**src/rmc_pkg.sv**
```systemverilog
// Constants and types shared by both ends of the command link.
// Assumes one 20 MHz clock and byte-wide framed transfers.
package rmc_pkg;
  // ****************************************
  // Framing
  // ****************************************
  localparam logic [7:0] STX = 8'h02;
  localparam logic [7:0] CNF_BIT = 8'h40;
  localparam logic [7:0] IND_BIT = 8'h80;
  localparam logic [7:0] RSP_BIT = 8'hC0;
  localparam logic [7:0] HDR_LEN = 8'h04;
  localparam logic [15:0] PL_MAX = 16'h0008;
  // ****************************************
  // Opcodes and payload codes
  // ****************************************
  localparam logic [7:0] OP_STATE = 8'h01;
  localparam logic [7:0] OP_CONNECT = 8'h06;
  localparam logic [7:0] OP_GET = 8'h10;
  localparam logic [7:0] OP_SET = 8'h11;
  localparam logic [7:0] OP_LAYER = 8'h1A;
  localparam logic [7:0] OP_TEST = 8'h1E;
  localparam logic [7:0] TEST_RX = 8'h01;
  localparam logic [7:0] TEST_TX = 8'h02;
  localparam logic [7:0] TEST_STOP = 8'h03;
  localparam logic [7:0] IDX_ADDR = 8'h04;
  localparam logic [7:0] IDX_CFG = 8'h1C;
  localparam logic [7:0] LR_VALUE = 8'h02;
  localparam int CFG_LR_BIT = 1;
  localparam logic [7:0] STATE_IDLE = 8'h01;
  localparam logic [7:0] STATE_DETAIL = 8'h01;
  localparam logic [7:0] ST_OK = 8'h00;
  localparam logic [7:0] ST_FAIL = 8'h01;
  localparam logic [15:0] REPORT_FLAG = 16'h8000;
  localparam logic [14:0] CNT_MAX = 15'h7FFF;
  localparam logic [7:0] MAX_PAYLOAD = 8'hF3;
  localparam logic [7:0] PHY_1M = 8'h01;
  localparam logic [7:0] PHY_CODED = 8'h04;
  localparam logic [7:0] ZERO_B = 8'h00;
  // ****************************************
  // Payload lengths
  // ****************************************
  localparam logic [7:0] LEN_STATUS = 8'h01;
  localparam logic [7:0] LEN_STATE = 8'h02;
  localparam logic [7:0] LEN_TEST = 8'h03;
  localparam logic [7:0] LEN_CFG = 8'h03;
  localparam logic [7:0] LEN_ADDR = 8'h06;
  localparam logic [7:0] LEN_ADDR_CNF = 8'h07;
  localparam logic [7:0] LEN_CHAN = 8'h08;
  localparam logic [15:0] LEN_SET = 16'h0003;
  localparam logic [15:0] LEN_PEER = 16'h0006;
  // ****************************************
  // State machines
  // ****************************************
  typedef enum logic [5:0] {
    RX_START = 6'h01, RX_OP = 6'h02, RX_LEN0 = 6'h04,
    RX_LEN1 = 6'h08, RX_DATA = 6'h10, RX_CHK = 6'h20
  } rmc_rx_type;
  typedef enum logic [2:0] {
    HR_IDLE = 3'h1, HR_HEAD = 3'h2, HR_BODY = 3'h4
  } rmc_hrx_type;
endpackage : rmc_pkg

```
**src/rmc_link_if.sv**
```systemverilog
// Byte link between host and radio module.
// Assumes both ends share clk; the bench joins the two modports.
interface rmc_link_if;
  logic [7:0] h2d_data;
  logic h2d_valid;
  logic [7:0] d2h_data;
  logic d2h_valid;
  logic d2h_ready;
  logic msg_pending;
  modport device (input h2d_data, input h2d_valid, input d2h_ready,
    output d2h_data, output d2h_valid, output msg_pending);
  modport host (output h2d_data, output h2d_valid, output d2h_ready,
    input d2h_data, input d2h_valid, input msg_pending);
endinterface : rmc_link_if

```
**src/rmc_device.sv**
```systemverilog
// Radio module command interpreter, device end of the byte link.
// Assumes the radio core pulses rx_pkt, link_up and phy_done.
// What this block does
// Receive test start answered with zero status.
// Transmit stop answers zero status, flagged report.
// Receive stop reports packet count below flag.
// Links set up on 1M unless long-range.
// Layer change ends in switched or refused indication.
// Long-range flag forces long-range advertising.
// Long-range flag limits scanner to long-range.
// Host enables long range via setting 28.
// Set confirm, restart, then idle state report.
// Idle state report queued after reset.
// Setting 4 read returns device address.
// Connect confirm, then link indication with peer.
// Channel-ready response carries peer, max payload.
// Host tolerates missing layers and refusals.
// Host reads four bytes, then length+1.
// No new test until running one stops.
// Start byte, opcode, length; reply bits 6/7.
// Trailing xor check; bad frames discarded.
module rmc_device (
  rmc_link_if.device lnk,
  input wire logic clk,
  input wire logic nrst,
  input wire logic [47:0] own_addr,
  input wire logic rx_pkt,
  input wire logic link_up,
  input wire logic phy_done,
  input wire logic phy_refused,
  output logic test_rx_on,
  output logic test_tx_on,
  output logic [7:0] test_channel,
  output logic conn_start,
  output logic [47:0] conn_peer,
  output logic connected,
  output logic [7:0] phy_now,
  output logic phy_req,
  output logic [7:0] phy_target,
  output logic adv_long_range,
  output logic scan_long_range_only
);
  import rmc_pkg::*;

  // ****************************************
  // Receive parser
  // ****************************************
  rmc_rx_type rx_st_q;
  logic [7:0] rx_op_q, rx_xor_q;
  logic [15:0] rx_len_q, rx_cnt_q;
  logic [7:0] rx_pl_q [8];
  logic cmd_go, busy;

  // Frame walk, xor over every byte
  always_ff @(posedge clk or negedge nrst)
  begin
    if (!nrst)
    begin
      rx_st_q <= RX_START;
      rx_op_q <= ZERO_B;
      rx_xor_q <= ZERO_B;
      rx_len_q <= '0;
      rx_cnt_q <= '0;
      for (int i = 0; i < 8; i++) rx_pl_q[i] <= ZERO_B;
    end
    else if (lnk.h2d_valid)
    begin
      rx_xor_q <= rx_xor_q ^ lnk.h2d_data;
      unique case (rx_st_q)
        RX_START:
        begin
          rx_xor_q <= lnk.h2d_data;
          if (lnk.h2d_data == STX) rx_st_q <= RX_OP;
        end
        RX_OP:
        begin
          rx_op_q <= lnk.h2d_data;
          rx_st_q <= RX_LEN0;
        end
        RX_LEN0:
        begin
          rx_len_q[7:0] <= lnk.h2d_data;
          rx_st_q <= RX_LEN1;
        end
        RX_LEN1:
        begin
          rx_len_q[15:8] <= lnk.h2d_data;
          rx_cnt_q <= '0;
          rx_st_q <= ({lnk.h2d_data, rx_len_q[7:0]} == '0) ? RX_CHK : RX_DATA;
        end
        RX_DATA:
        begin
          if (rx_cnt_q < PL_MAX) rx_pl_q[rx_cnt_q[2:0]] <= lnk.h2d_data;
          rx_cnt_q <= rx_cnt_q + 16'h0001;
          if (rx_cnt_q + 16'h0001 == rx_len_q) rx_st_q <= RX_CHK;
        end
        RX_CHK: rx_st_q <= RX_START;
      endcase
    end
  end

  // Good check byte launches the command, busy ends refuse it
  assign cmd_go = lnk.h2d_valid && rx_st_q == RX_CHK && lnk.h2d_data == rx_xor_q && !busy;

  function automatic logic is_op(input logic [7:0] op, input logic [7:0] want);
    is_op = op == want;
  endfunction : is_op

  // ****************************************
  // Command decode
  // ****************************************
  logic test_any, test_start_ok, test_stop_ok, set_ok, conn_ok, layer_ok;
  logic conn_wait_q, phy_busy_q, restart_q, rep_pend_q;
  logic [14:0] pkt_cnt_q;
  logic [15:0] cfg_q;

  assign test_any = test_rx_on || test_tx_on;
  assign test_start_ok = cmd_go && is_op(rx_op_q, OP_TEST) && !test_any
    && (rx_pl_q[0] == TEST_RX || rx_pl_q[0] == TEST_TX);
  assign test_stop_ok = cmd_go && is_op(rx_op_q, OP_TEST) && test_any && rx_pl_q[0] == TEST_STOP;
  assign set_ok = cmd_go && is_op(rx_op_q, OP_SET) && rx_pl_q[0] == IDX_CFG && rx_len_q == LEN_SET;
  assign conn_ok = cmd_go && is_op(rx_op_q, OP_CONNECT) && !connected && !conn_wait_q && rx_len_q == LEN_PEER;
  assign layer_ok = cmd_go && is_op(rx_op_q, OP_LAYER) && connected && !phy_busy_q;
  assign busy = rep_pend_q || restart_q;

  // ****************************************
  // Confirmation builder
  // ****************************************
  logic [7:0] rep_op_q, rep_len_q;
  logic [7:0] rep_pl_q [8];
  logic rep_take, restart_go;

  // One confirmation per accepted frame of a known opcode, opcode with bit 6 set
  always_ff @(posedge clk or negedge nrst)
  begin
    if (!nrst)
    begin
      rep_pend_q <= 1'b0;
      rep_op_q <= ZERO_B;
      rep_len_q <= ZERO_B;
      for (int i = 0; i < 8; i++) rep_pl_q[i] <= ZERO_B;
    end
    else if (cmd_go)
    begin
      rep_pend_q <= 1'b1;
      rep_op_q <= rx_op_q | CNF_BIT;
      rep_len_q <= LEN_STATUS;
      rep_pl_q[0] <= ST_FAIL;
      for (int i = 1; i < 8; i++) rep_pl_q[i] <= ZERO_B;
      if (is_op(rx_op_q, OP_TEST))
      begin
        rep_len_q <= LEN_TEST;
        if (test_start_ok) rep_pl_q[0] <= ST_OK;
        if (test_stop_ok)
        begin
          rep_pl_q[0] <= ST_OK;
          rep_pl_q[1] <= test_rx_on ? {1'b1, pkt_cnt_q[14:8]} : REPORT_FLAG[15:8];
          rep_pl_q[2] <= test_rx_on ? pkt_cnt_q[7:0] : REPORT_FLAG[7:0];
        end
      end
      else if (is_op(rx_op_q, OP_GET) && rx_pl_q[0] == IDX_ADDR)
      begin
        rep_len_q <= LEN_ADDR_CNF;
        rep_pl_q[0] <= ST_OK;
        for (int i = 0; i < 6; i++) rep_pl_q[i + 1] <= own_addr[8 * i +: 8];
      end
      else if (is_op(rx_op_q, OP_GET) && rx_pl_q[0] == IDX_CFG)
      begin
        rep_len_q <= LEN_CFG;
        rep_pl_q[0] <= ST_OK;
        rep_pl_q[1] <= cfg_q[7:0];
        rep_pl_q[2] <= cfg_q[15:8];
      end
      else if (set_ok || conn_ok || layer_ok) rep_pl_q[0] <= ST_OK;
      else if (!is_op(rx_op_q, OP_GET) && !is_op(rx_op_q, OP_SET)
        && !is_op(rx_op_q, OP_CONNECT) && !is_op(rx_op_q, OP_LAYER))
        rep_pend_q <= 1'b0; // Unknown opcode dropped silently
    end
    else if (rep_take) rep_pend_q <= 1'b0;
  end

  // ****************************************
  // Test mode
  // ****************************************
  always_ff @(posedge clk or negedge nrst)
  begin
    if (!nrst)
    begin
      test_rx_on <= 1'b0;
      test_tx_on <= 1'b0;
      test_channel <= ZERO_B;
      pkt_cnt_q <= '0;
    end
    else if (restart_go || test_stop_ok)
    begin
      test_rx_on <= 1'b0;
      test_tx_on <= 1'b0;
    end
    else if (test_start_ok)
    begin
      test_rx_on <= rx_pl_q[0] == TEST_RX;
      test_tx_on <= rx_pl_q[0] == TEST_TX;
      test_channel <= rx_pl_q[1];
      pkt_cnt_q <= '0;
    end
    else if (test_rx_on && rx_pkt && pkt_cnt_q != CNT_MAX) pkt_cnt_q <= pkt_cnt_q + 15'h0001;
  end

  // ****************************************
  // Connection and layer
  // ****************************************
  logic pi_stat_q;

  always_ff @(posedge clk or negedge nrst)
  begin
    if (!nrst)
    begin
      connected <= 1'b0;
      conn_wait_q <= 1'b0;
      conn_start <= 1'b0;
      conn_peer <= '0;
      phy_now <= PHY_1M;
      phy_busy_q <= 1'b0;
      phy_req <= 1'b0;
      phy_target <= ZERO_B;
      pi_stat_q <= 1'b0;
    end
    else
    begin
      conn_start <= conn_ok;
      phy_req <= layer_ok;
      if (restart_go)
      begin
        connected <= 1'b0;
        conn_wait_q <= 1'b0;
        phy_busy_q <= 1'b0;
        phy_now <= PHY_1M;
      end
      else
      begin
        if (conn_ok)
        begin
          conn_wait_q <= 1'b1;
          for (int i = 0; i < 6; i++) conn_peer[8 * i +: 8] <= rx_pl_q[i];
        end
        if (conn_wait_q && link_up)
        begin
          conn_wait_q <= 1'b0;
          connected <= 1'b1;
          phy_now <= cfg_q[CFG_LR_BIT] ? PHY_CODED : PHY_1M;
        end
        if (layer_ok)
        begin
          phy_busy_q <= 1'b1;
          phy_target <= rx_pl_q[0];
        end
        if (phy_busy_q && phy_done)
        begin
          phy_busy_q <= 1'b0;
          pi_stat_q <= phy_refused;
          if (!phy_refused) phy_now <= phy_target;
        end
      end
    end
  end

  assign adv_long_range = cfg_q[CFG_LR_BIT];
  assign scan_long_range_only = cfg_q[CFG_LR_BIT];

  // ****************************************
  // Queued events and settings
  // ****************************************
  logic st_pend_q, ci_pend_q, ch_pend_q, pi_pend_q;
  logic [4:0] grant;

  // Set wins over the clear of a flag being sent
  always_ff @(posedge clk or negedge nrst)
  begin
    if (!nrst)
    begin
      st_pend_q <= 1'b1;
      ci_pend_q <= 1'b0;
      ch_pend_q <= 1'b0;
      pi_pend_q <= 1'b0;
      restart_q <= 1'b0;
      cfg_q <= '0;
    end
    else
    begin
      if (grant[1]) st_pend_q <= 1'b0;
      if (grant[2]) ci_pend_q <= 1'b0;
      if (grant[3]) ch_pend_q <= 1'b0;
      if (grant[4]) pi_pend_q <= 1'b0;
      if (set_ok)
      begin
        cfg_q <= {rx_pl_q[2], rx_pl_q[1]};
        restart_q <= 1'b1;
      end
      if (restart_go)
      begin
        restart_q <= 1'b0;
        st_pend_q <= 1'b1;
        ci_pend_q <= 1'b0;
        ch_pend_q <= 1'b0;
        pi_pend_q <= 1'b0;
      end
      else
      begin
        if (conn_wait_q && link_up)
        begin
          ci_pend_q <= 1'b1;
          ch_pend_q <= 1'b1;
        end
        if (phy_busy_q && phy_done) pi_pend_q <= 1'b1;
      end
    end
  end

  // ****************************************
  // Frame transmitter
  // ****************************************
  logic tx_busy_q;
  logic [7:0] tx_idx_q, tx_xor_q, out_q, fr_op_q, fr_len_q;
  logic [7:0] fr_pl_q [8];
  logic [7:0] s_op, s_len, nx_xor, nx_idx;
  logic [7:0] s_pl [8];
  logic tx_ld, fire, tx_last;

  // Next frame by priority: confirm, state, link, channel, layer
  always_comb
  begin
    grant = '0;
    s_op = ZERO_B;
    s_len = ZERO_B;
    for (int i = 0; i < 8; i++) s_pl[i] = ZERO_B;
    if (rep_pend_q)
    begin
      grant[0] = 1'b1;
      s_op = rep_op_q;
      s_len = rep_len_q;
      for (int i = 0; i < 8; i++) s_pl[i] = rep_pl_q[i];
    end
    else if (st_pend_q && !restart_q)
    begin
      grant[1] = 1'b1;
      s_op = OP_STATE | CNF_BIT;
      s_len = LEN_STATE;
      s_pl[0] = STATE_IDLE;
      s_pl[1] = STATE_DETAIL;
    end
    else if (ci_pend_q || ch_pend_q)
    begin
      grant[2] = ci_pend_q;
      grant[3] = !ci_pend_q;
      s_op = OP_CONNECT | (ci_pend_q ? IND_BIT : RSP_BIT);
      s_len = ci_pend_q ? LEN_ADDR_CNF : LEN_CHAN;
      s_pl[0] = ST_OK;
      for (int i = 0; i < 6; i++) s_pl[i + 1] = conn_peer[8 * i +: 8];
      if (!ci_pend_q) s_pl[7] = MAX_PAYLOAD;
    end
    else if (pi_pend_q)
    begin
      grant[4] = 1'b1;
      s_op = OP_LAYER | IND_BIT;
      s_len = LEN_STATE;
      s_pl[0] = pi_stat_q ? ST_FAIL : ST_OK;
      s_pl[1] = phy_now;
    end
    if (tx_busy_q) grant = '0;
  end

  function automatic logic [7:0] byte_at(input logic [7:0] i, input logic [7:0] op,
    input logic [7:0] len, input logic [7:0] pl [8]);
    logic [7:0] k;
    k = i - HDR_LEN;
    if (i == 8'h01) byte_at = op;
    else if (i == 8'h02) byte_at = len;
    else if (i == 8'h03) byte_at = ZERO_B;
    else byte_at = pl[k[2:0]];
  endfunction : byte_at

  assign tx_ld = !tx_busy_q && grant != '0;
  assign rep_take = grant[0];
  assign fire = tx_busy_q && lnk.d2h_ready;
  assign tx_last = fire && tx_idx_q == HDR_LEN + fr_len_q;
  assign restart_go = tx_last && restart_q && fr_op_q == (OP_SET | CNF_BIT);
  assign nx_xor = tx_xor_q ^ out_q;
  assign nx_idx = tx_idx_q + 8'h01;

  // Streams start, header, payload, then running xor
  always_ff @(posedge clk or negedge nrst)
  begin
    if (!nrst)
    begin
      tx_busy_q <= 1'b0;
      tx_idx_q <= ZERO_B;
      tx_xor_q <= ZERO_B;
      out_q <= ZERO_B;
      fr_op_q <= ZERO_B;
      fr_len_q <= ZERO_B;
      for (int i = 0; i < 8; i++) fr_pl_q[i] <= ZERO_B;
    end
    else if (tx_ld)
    begin
      tx_busy_q <= 1'b1;
      tx_idx_q <= ZERO_B;
      tx_xor_q <= ZERO_B;
      out_q <= STX;
      fr_op_q <= s_op;
      fr_len_q <= s_len;
      for (int i = 0; i < 8; i++) fr_pl_q[i] <= s_pl[i];
    end
    else if (fire)
    begin
      tx_idx_q <= nx_idx;
      tx_xor_q <= nx_xor;
      if (tx_last) tx_busy_q <= 1'b0;
      else if (nx_idx == HDR_LEN + fr_len_q) out_q <= nx_xor;
      else out_q <= byte_at(nx_idx, fr_op_q, fr_len_q, fr_pl_q);
    end
  end

  assign lnk.d2h_data = out_q;
  assign lnk.d2h_valid = tx_busy_q;
  assign lnk.msg_pending = tx_busy_q;
endmodule : rmc_device

```
**src/flat_wrapper.sv**
```systemverilog
// flat-port wrapper written by rule: the top's interface ports become plain ports
module rmc_device_flat import rmc_pkg::*;
  (clk, nrst, own_addr, rx_pkt, link_up, phy_done, phy_refused, test_rx_on, test_tx_on, test_channel, conn_start, conn_peer, connected, phy_now, phy_req, phy_target, adv_long_range, scan_long_range_only, lnk_h2d_data, lnk_h2d_valid, lnk_d2h_ready, lnk_d2h_data, lnk_d2h_valid, lnk_msg_pending);
  rmc_link_if lnk_i ();
  input wire logic clk;
  input wire logic nrst;
  input wire logic [47:0] own_addr;
  input wire logic rx_pkt;
  input wire logic link_up;
  input wire logic phy_done;
  input wire logic phy_refused;
  output logic test_rx_on;
  output logic test_tx_on;
  output logic [7:0] test_channel;
  output logic conn_start;
  output logic [47:0] conn_peer;
  output logic connected;
  output logic [7:0] phy_now;
  output logic phy_req;
  output logic [7:0] phy_target;
  output logic adv_long_range;
  output logic scan_long_range_only;
  input wire logic [$bits(lnk_i.h2d_data)-1:0] lnk_h2d_data;
  input wire logic [$bits(lnk_i.h2d_valid)-1:0] lnk_h2d_valid;
  input wire logic [$bits(lnk_i.d2h_ready)-1:0] lnk_d2h_ready;
  output wire logic [$bits(lnk_i.d2h_data)-1:0] lnk_d2h_data;
  output wire logic [$bits(lnk_i.d2h_valid)-1:0] lnk_d2h_valid;
  output wire logic [$bits(lnk_i.msg_pending)-1:0] lnk_msg_pending;
  assign lnk_i.h2d_data = lnk_h2d_data;
  assign lnk_i.h2d_valid = lnk_h2d_valid;
  assign lnk_i.d2h_ready = lnk_d2h_ready;
  assign lnk_d2h_data = lnk_i.d2h_data;
  assign lnk_d2h_valid = lnk_i.d2h_valid;
  assign lnk_msg_pending = lnk_i.msg_pending;
  rmc_device u_core (.lnk(lnk_i), .clk(clk), .nrst(nrst), .own_addr(own_addr), .rx_pkt(rx_pkt), .link_up(link_up), .phy_done(phy_done), .phy_refused(phy_refused), .test_rx_on(test_rx_on), .test_tx_on(test_tx_on), .test_channel(test_channel), .conn_start(conn_start), .conn_peer(conn_peer), .connected(connected), .phy_now(phy_now), .phy_req(phy_req), .phy_target(phy_target), .adv_long_range(adv_long_range), .scan_long_range_only(scan_long_range_only));
endmodule
```
**config.mk**
```make
export PLATFORM = sky130hd
export DESIGN_NAME = rmc_device_flat
export DESIGN_NICKNAME = d
export VERILOG_FILES = /design/src/rmc_pkg.sv /design/src/rmc_link_if.sv /design/src/rmc_device.sv /design/src/flat_wrapper.sv
export SDC_FILE = /design/constraint.sdc
export NUM_CORES = 1
export LEC_CHECK = 0
export ABC_AREA = 0
export BUFFER_PORTS_ARGS = -buffer_cell sky130_fd_sc_hd__buf_2
export CAP_MARGIN = 20
export CORE_MARGIN = 4
export CORE_UTILIZATION = 58
export CTS_CLUSTER_DIAMETER = 60
export DETAILED_ROUTE_END_ITERATION = 7
export PLACE_DENSITY = 0.78
export REMOVE_ABC_BUFFERS = 1
export SYNTH_ARGS = -nofsm -noshare
export SYNTH_HDL_FRONTEND = slang
export SYNTH_SLANG_ARGS = --single-unit
```
**constraint.sdc**
```tcl
create_clock -name clk -period 7.7 [get_ports clk]
set_input_delay 0.77 -clock clk [delete_from_list [all_inputs] [get_ports clk]]
set_output_delay 0.77 -clock clk [all_outputs]
set_load 0.03 [all_outputs]
```
# Word-level counts from Yosys, hierarchy flattened
# Index checks and enable logic that the tools add are counted.
[word_totals]
reg_bits = 412
inputBits = 64
word_cells = 290
[classes]
addsub = 5
n_lt_le_gt_ge = 4
eq_ne = 31
muxes = 105
bitwise_logic = 6
reduce_logical = 82
[ops]
columns = ["operator", "count"]
rows = [
  ["$mux W8", 31],
  ["$mux W48", 2],
  ["$bwmux W64", 1],
  ["$mux W16", 4],
  ["$mux W32", 2],
  ["$mux W64", 1],
  ["$mux W24", 2],
  ["$mux W1", 42],
  ["$eq A8 B2 Y1 const B", 5],
  ["$eq A8 B5 Y1 const B", 5],
  ["$pmux W6 S6", 1],
  ["$logic_and A1 B1 Y1", 34],
  ["$pmux W16 S2", 1],
  ["$mux W15", 2],
  ["$bmux W8 S3", 1],
  ["$demux W8 S3", 1],
  ["$eq A8 B8 Y1", 3],
  ["$reduce_and A2 Y1", 11],
  ["$mux W6", 3],
  ["$reduce_bool A2 Y1", 9],
  ["$mux W17", 1],
  ["$add A16 B1 Y16 const B", 1],
  ["$eq A16 B16 Y1", 1],
  ["$eq A16 B2 Y1 const B", 1],
  ["other kinds (33)", 68],
]

# Logic depth before layout (Yosys ltp)
[logic_depth]
ltp_word = 15
mapped_depth = 12

# Worst setup path after synthesis
# No wires, ideal clock.
[synth_timing]
kind = "register to register"
from = "register u_core.tx_idx_q[0]"
to = "register u_core.out_q[3], in the netlist u_core.lnk.d2h_data[3]"
arrival_time_ns = 2.882
slack_ns = 4.694
path_stages_with_launch = 12
synth_period_minus_slack_ns = 3.006
path_cell_list = "dfrtp_1 -> clkbuf_1 -> buf_1 -> inv_1 -> ha_1 -> buf_1 -> clkbuf_1 -> nor2_1 -> a311oi_1 -> a211oi_1 -> o221a_2 -> a211o_1"
[synth_between]
elab_chain_cells = 13
[synth_rtl]
columns = ["item", "line", "rtl"]
rows = [
  ["start, declared", "rmc_device.sv:323", "logic [7:0] tx_idx_q, tx_xor_q, out_q, fr_op_q, fr_len_q;"],
  ["start signal, assigned", "rmc_device.sv:415", "tx_idx_q <= nx_idx;"],
  ["$add A8 B1 Y8", "rmc_device.sv:388", "assign nx_idx = tx_idx_q + 8'h01;"],
  ["$sub A3 B3 Y3", "rmc_device.sv:375", "k = i - HDR_LEN;"],
  ["$not A3 Y4 (implied by the code)", "rmc_device.sv:379", "else byte_at = pl[k[2:0]];"],
  ["$bmux W8 S3", "rmc_device.sv:379", ""],
  ["$mux W8 (implied by the code) (2 in series)", "rmc_device.sv:379", ""],
  ["$mux W8", "rmc_device.sv:378", "else if (i == 8'h03) byte_at = ZERO_B;"],
  ["$mux W8", "rmc_device.sv:377", "else if (i == 8'h02) byte_at = len;"],
  ["$mux W8", "rmc_device.sv:376", "if (i == 8'h01) byte_at = op;"],
  ["$mux W8", "rmc_device.sv:418", "else if (nx_idx == HDR_LEN + fr_len_q) out_q <= nx_xor;"],
  ["$mux W8", "rmc_device.sv:417", "if (tx_last) tx_busy_q <= 1'b0;"],
  ["$mux W8", "rmc_device.sv:413", "else if (fire)"],
  ["$mux W8", "rmc_device.sv:403", "else if (tx_ld)"],
  ["end signal, assigned", "rmc_device.sv:418", ""],
  ["end signal, assigned", "rmc_device.sv:419", "else out_q <= byte_at(nx_idx, fr_op_q, fr_len_q, fr_pl_q);"],
  ["end, declared", "rmc_device.sv:323", ""],
]
# Parallel ways exist; a longest one is shown, timed or not. The select of a mux whose other input is x is not followed.
# A chain may end at the register's enable or synchronous reset.

# Worst setup path after layout
[layout_timing]
from = "register u_core.rx_st_q[1]"
to = "register u_core.rep_pl_q[56] (netlist name)"
[layout_between]
elab_chain_cells = 14
[layout_rtl]
columns = ["item", "line", "rtl"]
rows = [
  ["start, declared", "rmc_device.sv:48", "rmc_rx_type rx_st_q;"],
  ["start signal, assigned", "rmc_device.sv:89", "rx_st_q <= ({lnk.h2d_data, rx_len_q[7:0]} == '0) ? RX_CHK : RX_DATA;"],
  ["$eq A6 B6 Y1 (*)", "rmc_device.sv:103", "assign cmd_go = lnk.h2d_valid && rx_st_q == RX_CHK && lnk.h2d_data == rx_xor_q && !busy;"],
  ["$logic_and A1 B1 Y1 (*) (3 in series)", "rmc_device.sv:103", ""],
  ["$logic_and A1 B1 Y1 (4 in series)", "rmc_device.sv:122", "assign conn_ok = cmd_go && is_op(rx_op_q, OP_CONNECT) && !connected && !conn_wait_q && rx_len_q == LEN_PEER;"],
  ["$logic_or A1 B1 Y1 (2 in series)", "rmc_device.sv:174", "else if (set_ok || conn_ok || layer_ok) rep_pl_q[0] <= ST_OK;"],
  ["$mux W1", "rmc_device.sv:174", ""],
  ["$mux W8", "rmc_device.sv:167", "else if (is_op(rx_op_q, OP_GET) && rx_pl_q[0] == IDX_CFG)"],
  ["$mux W24", "rmc_device.sv:161", "else if (is_op(rx_op_q, OP_GET) && rx_pl_q[0] == IDX_ADDR)"],
  ["$mux W24", "rmc_device.sv:150", "if (is_op(rx_op_q, OP_TEST))"],
  ["end, declared", "rmc_device.sv:130", "logic [7:0] rep_pl_q [8];"],
]
# Mark *: on every way between the ends. The rest lies on a longest branch, timed or not.

==> impl_metrics.json <==
{
  "status": "complete, no violations",
  "layoutNonFillerInstCount": 2251,
  "yosys.area.top_type_share": 0.527,
  "antenna_found_initial": 1,
  "drv_slew": 0,
  "clkLatencyLatePin_ns": 0.54,
  "hold_viol_final": 0,
  "drc": 0,
  "cts_num_sinks": 364,
  "crit_required_ns": 8.11,
  "wirelength_um": 47800,
  "start_util": 0.592,
  "die_area_um2": 32400,
  "finalCritPeriodShare": 0.503,
  "htreeDepth": 2,
  "synth_edf_count": 0,
  "yosysUniqueCellTypes": 66,
  "pwr-share-clk": 0.298,
  "tns_ns": 0,
  "routabilityCongestion": 0.894,
  "cts_tree": "yes",
  "viasPerCell": 6.28,
  "root_buffer": "clkbuf_16",
  "cts_buffer_depth": 3,
  "clock.fmax_mhz": 258,
  "synth_async_sr_flop_share": 1.00,
  "avgRoutedWirePerCell_um": 21.2,
  "crit_type": "reg2reg",
  "p_leak_uw": 0.00964,
  "crit_arrival_ns": 4.28,
  "first_global_vias": 14000,
  "overflow": 0,
  "layout_commonest_cell": "nand2_1",
  "vias": 14100,
  "dp.cells": 2181,
  "drt_iter0_markers": 1525,
  "p_sw_frac": 0.348,
  "syn2layout_area_growth_pct": 13.1,
  "syn_area_um2": 17100,
  "peakVddDrop_mv": 0.195,
  "p_switching_uw": 2190,
  "clk_pin_slew_worst_paths_ns": 0.06,
  "rsz0062_at_grt": "false",
  "path_max_fanout": 51,
  "drive_above_1_share": 0.194,
  "tightest_slew_ns": 1.05,
  "p_seq_frac": 0.408,
  "final_util": 0.670,
  "intPower_uw": 4110,
  "yosysWarnings": 0,
  "syn_inst": 1740,
  "holdWs_ns": 0.257,
  "coreArea_um2": 28900,
  "grt_pass1_wl_um": 76500,
  "post-synth-top-area-cell": "dfrtp_1",
  "period_needed_ns": 3.87,
  "cts_buffers": 39,
  "drtPass1Iterations": 8,
  "rows": 62,
  "synth.area.top_cells": "dfrtp_1, nand2_1, mux2_2",
  "syn_area_per_cell_um2": 9.85,
  "hold_class": "in2async",
  "mostFrequentLayoutCells": "nand2_1, dfrtp_1, nor2_1",
  "nets": 1909,
  "die_w_um": 180,
  "setup_viol": 0,
  "ys_ff_latch": 364,
  "p_per_area_nw_per_um2": 325,
  "ios": 153,
  "antenna_cells": 0,
  "cts_resized": 0,
  "comb_power_share": 0.294,
  "ant_nets": 0,
  "relSlewSlack": 0.297,
  "io_buffers": 152,
  "ys_seq_area_frac": 0.532,
  "die_h_um": 180,
  "worst_setup_path_end_kind": "flip-flop",
  "dp_hpwl_um": 31800,
  "maxCapViolCount": 0,
  "grt_usage": 0.288,
  "worstSetupStartpointType": "flip-flop",
  "grt_max_degree": 112,
  "hold_buffers": 0,
  "ys.flop_type": "dfrtp_1",
  "post_cts_buffers": 0,
  "clock-skew-final_ns": 0.0296
}
## critical path, stage by stage (launching register included)
cell and delay (ns):
dfrtp_1 0.45, or4_4 0.58, nor4_4 0.35, nand3_1 0.66
or3_2 1.18, a41oi_1 0.42, a21oi_1 0.10
## Yosys cell counts, drive strengths merged (14+ instances only)
library cell  number
a21oi             47
a221oi            60
a22o              19
buf               14
clkbuf            99
dfrtp            361
inv               18
mux2             105
nand2            367
nand3             39
nand4             22
nor2             201
nor3              27
nor4              14
o21ai             71
o31ai             16
xnor2             27
xor2              37
## state kept, by name (all words and copies together), names as in the netlist, 15 cells and up
| signal | count |
|---|---|
| u_core.cfg_q | 16 |
| u_core.conn_peer | 48 |
| u_core.fr_pl_q | 50 |
| u_core.pkt_cnt_q | 15 |
| u_core.rep_pl_q | 49 |
| u_core.rx_cnt_q | 16 |
| u_core.rx_len_q | 16 |
| u_core.rx_pl_q | 48 |
## metrics by stage
stage / total power [µW] / instance area, µm² / setup slack, ns
floorplan: 3790 / 16700 / 2.80
global placement: 4330 / 18100 / 3.62
detailed placement: 4400 / 18100 / 3.45
CTS: 6290 / 19400 / 3.89
global route: 6610 / 19400 / 3.65
finish: 6300 / 19400 / 3.83
## area by class of cell
cell class	count	area [µm²]
fill	2180	9560
sequential	364	9110
multi-input combinational	1245	7550
clock buffer	56	1080
timing repair buffer	170	906
tap	384	480
clock inverter	14	186
inverter	18	67.6
## per-layer routing
metal / wire [µm] / GRT usage / share of wire / vias to the layer above
li1: - / - / - / 6296
met1: 19700 / 0.399 / 0.41 / 7044
met2: 22900 / 0.467 / 0.48 / 672
met3: 3690 / 0.0517 / 0.077 / 119
met4: 1490 / 0.0939 / 0.031 / 2
met5: 14 / 0 / 0.00029 / -
## power groups by stage
stage / clock network (µW) / logic, µW / registers (µW)
6_report: 1880 / 1850 / 2570
4_1_cts: 1900 / 1830 / 2560
5_1_grt: 1980 / 2020 / 2600
2_1_floorplan: 0 / 1250 / 2530
3_5_place_dp: 0 / 1810 / 2590
3_3_place_gp: 0 / 1760 / 2570
## worst paths after layout
kind / start / endpoint / slack (ns) / cells after the start
max in group asynchronous: nrst / u_core.fr_pl_q[25] / 5.81 / 2
min in group clk: own_addr[22] / u_core.rep_pl_q[38] / 0.43 / 3
setup reg to reg: u_core.rx_st_q[1] / u_core.rep_pl_q[56] / 3.83 / 6
setup / recovery: u_core.rx_st_q[1] / u_core.rep_pl_q[56] / 3.83 / 6
hold / removal: nrst / u_core.phy_now[7] / 0.26 / 1
hold reg to reg: u_core.rx_pl_q[33] / u_core.conn_peer[25] / 0.47 / 2
## cell families after synthesis
logic type               after synthesis  share of synthesized area
AND/OR/NAND/NOR                      761                      0.195
AO/OA/AOI/OAI                        297                      0.123
XOR/XNOR                              64                     0.0327
adder cells (fa/ha/maj)                7                    0.00511
buffers and inverters                131                     0.0302
multiplexers                         116                     0.0823
flip-flops                           364                      0.532
(Power assumes the default switching activity.)
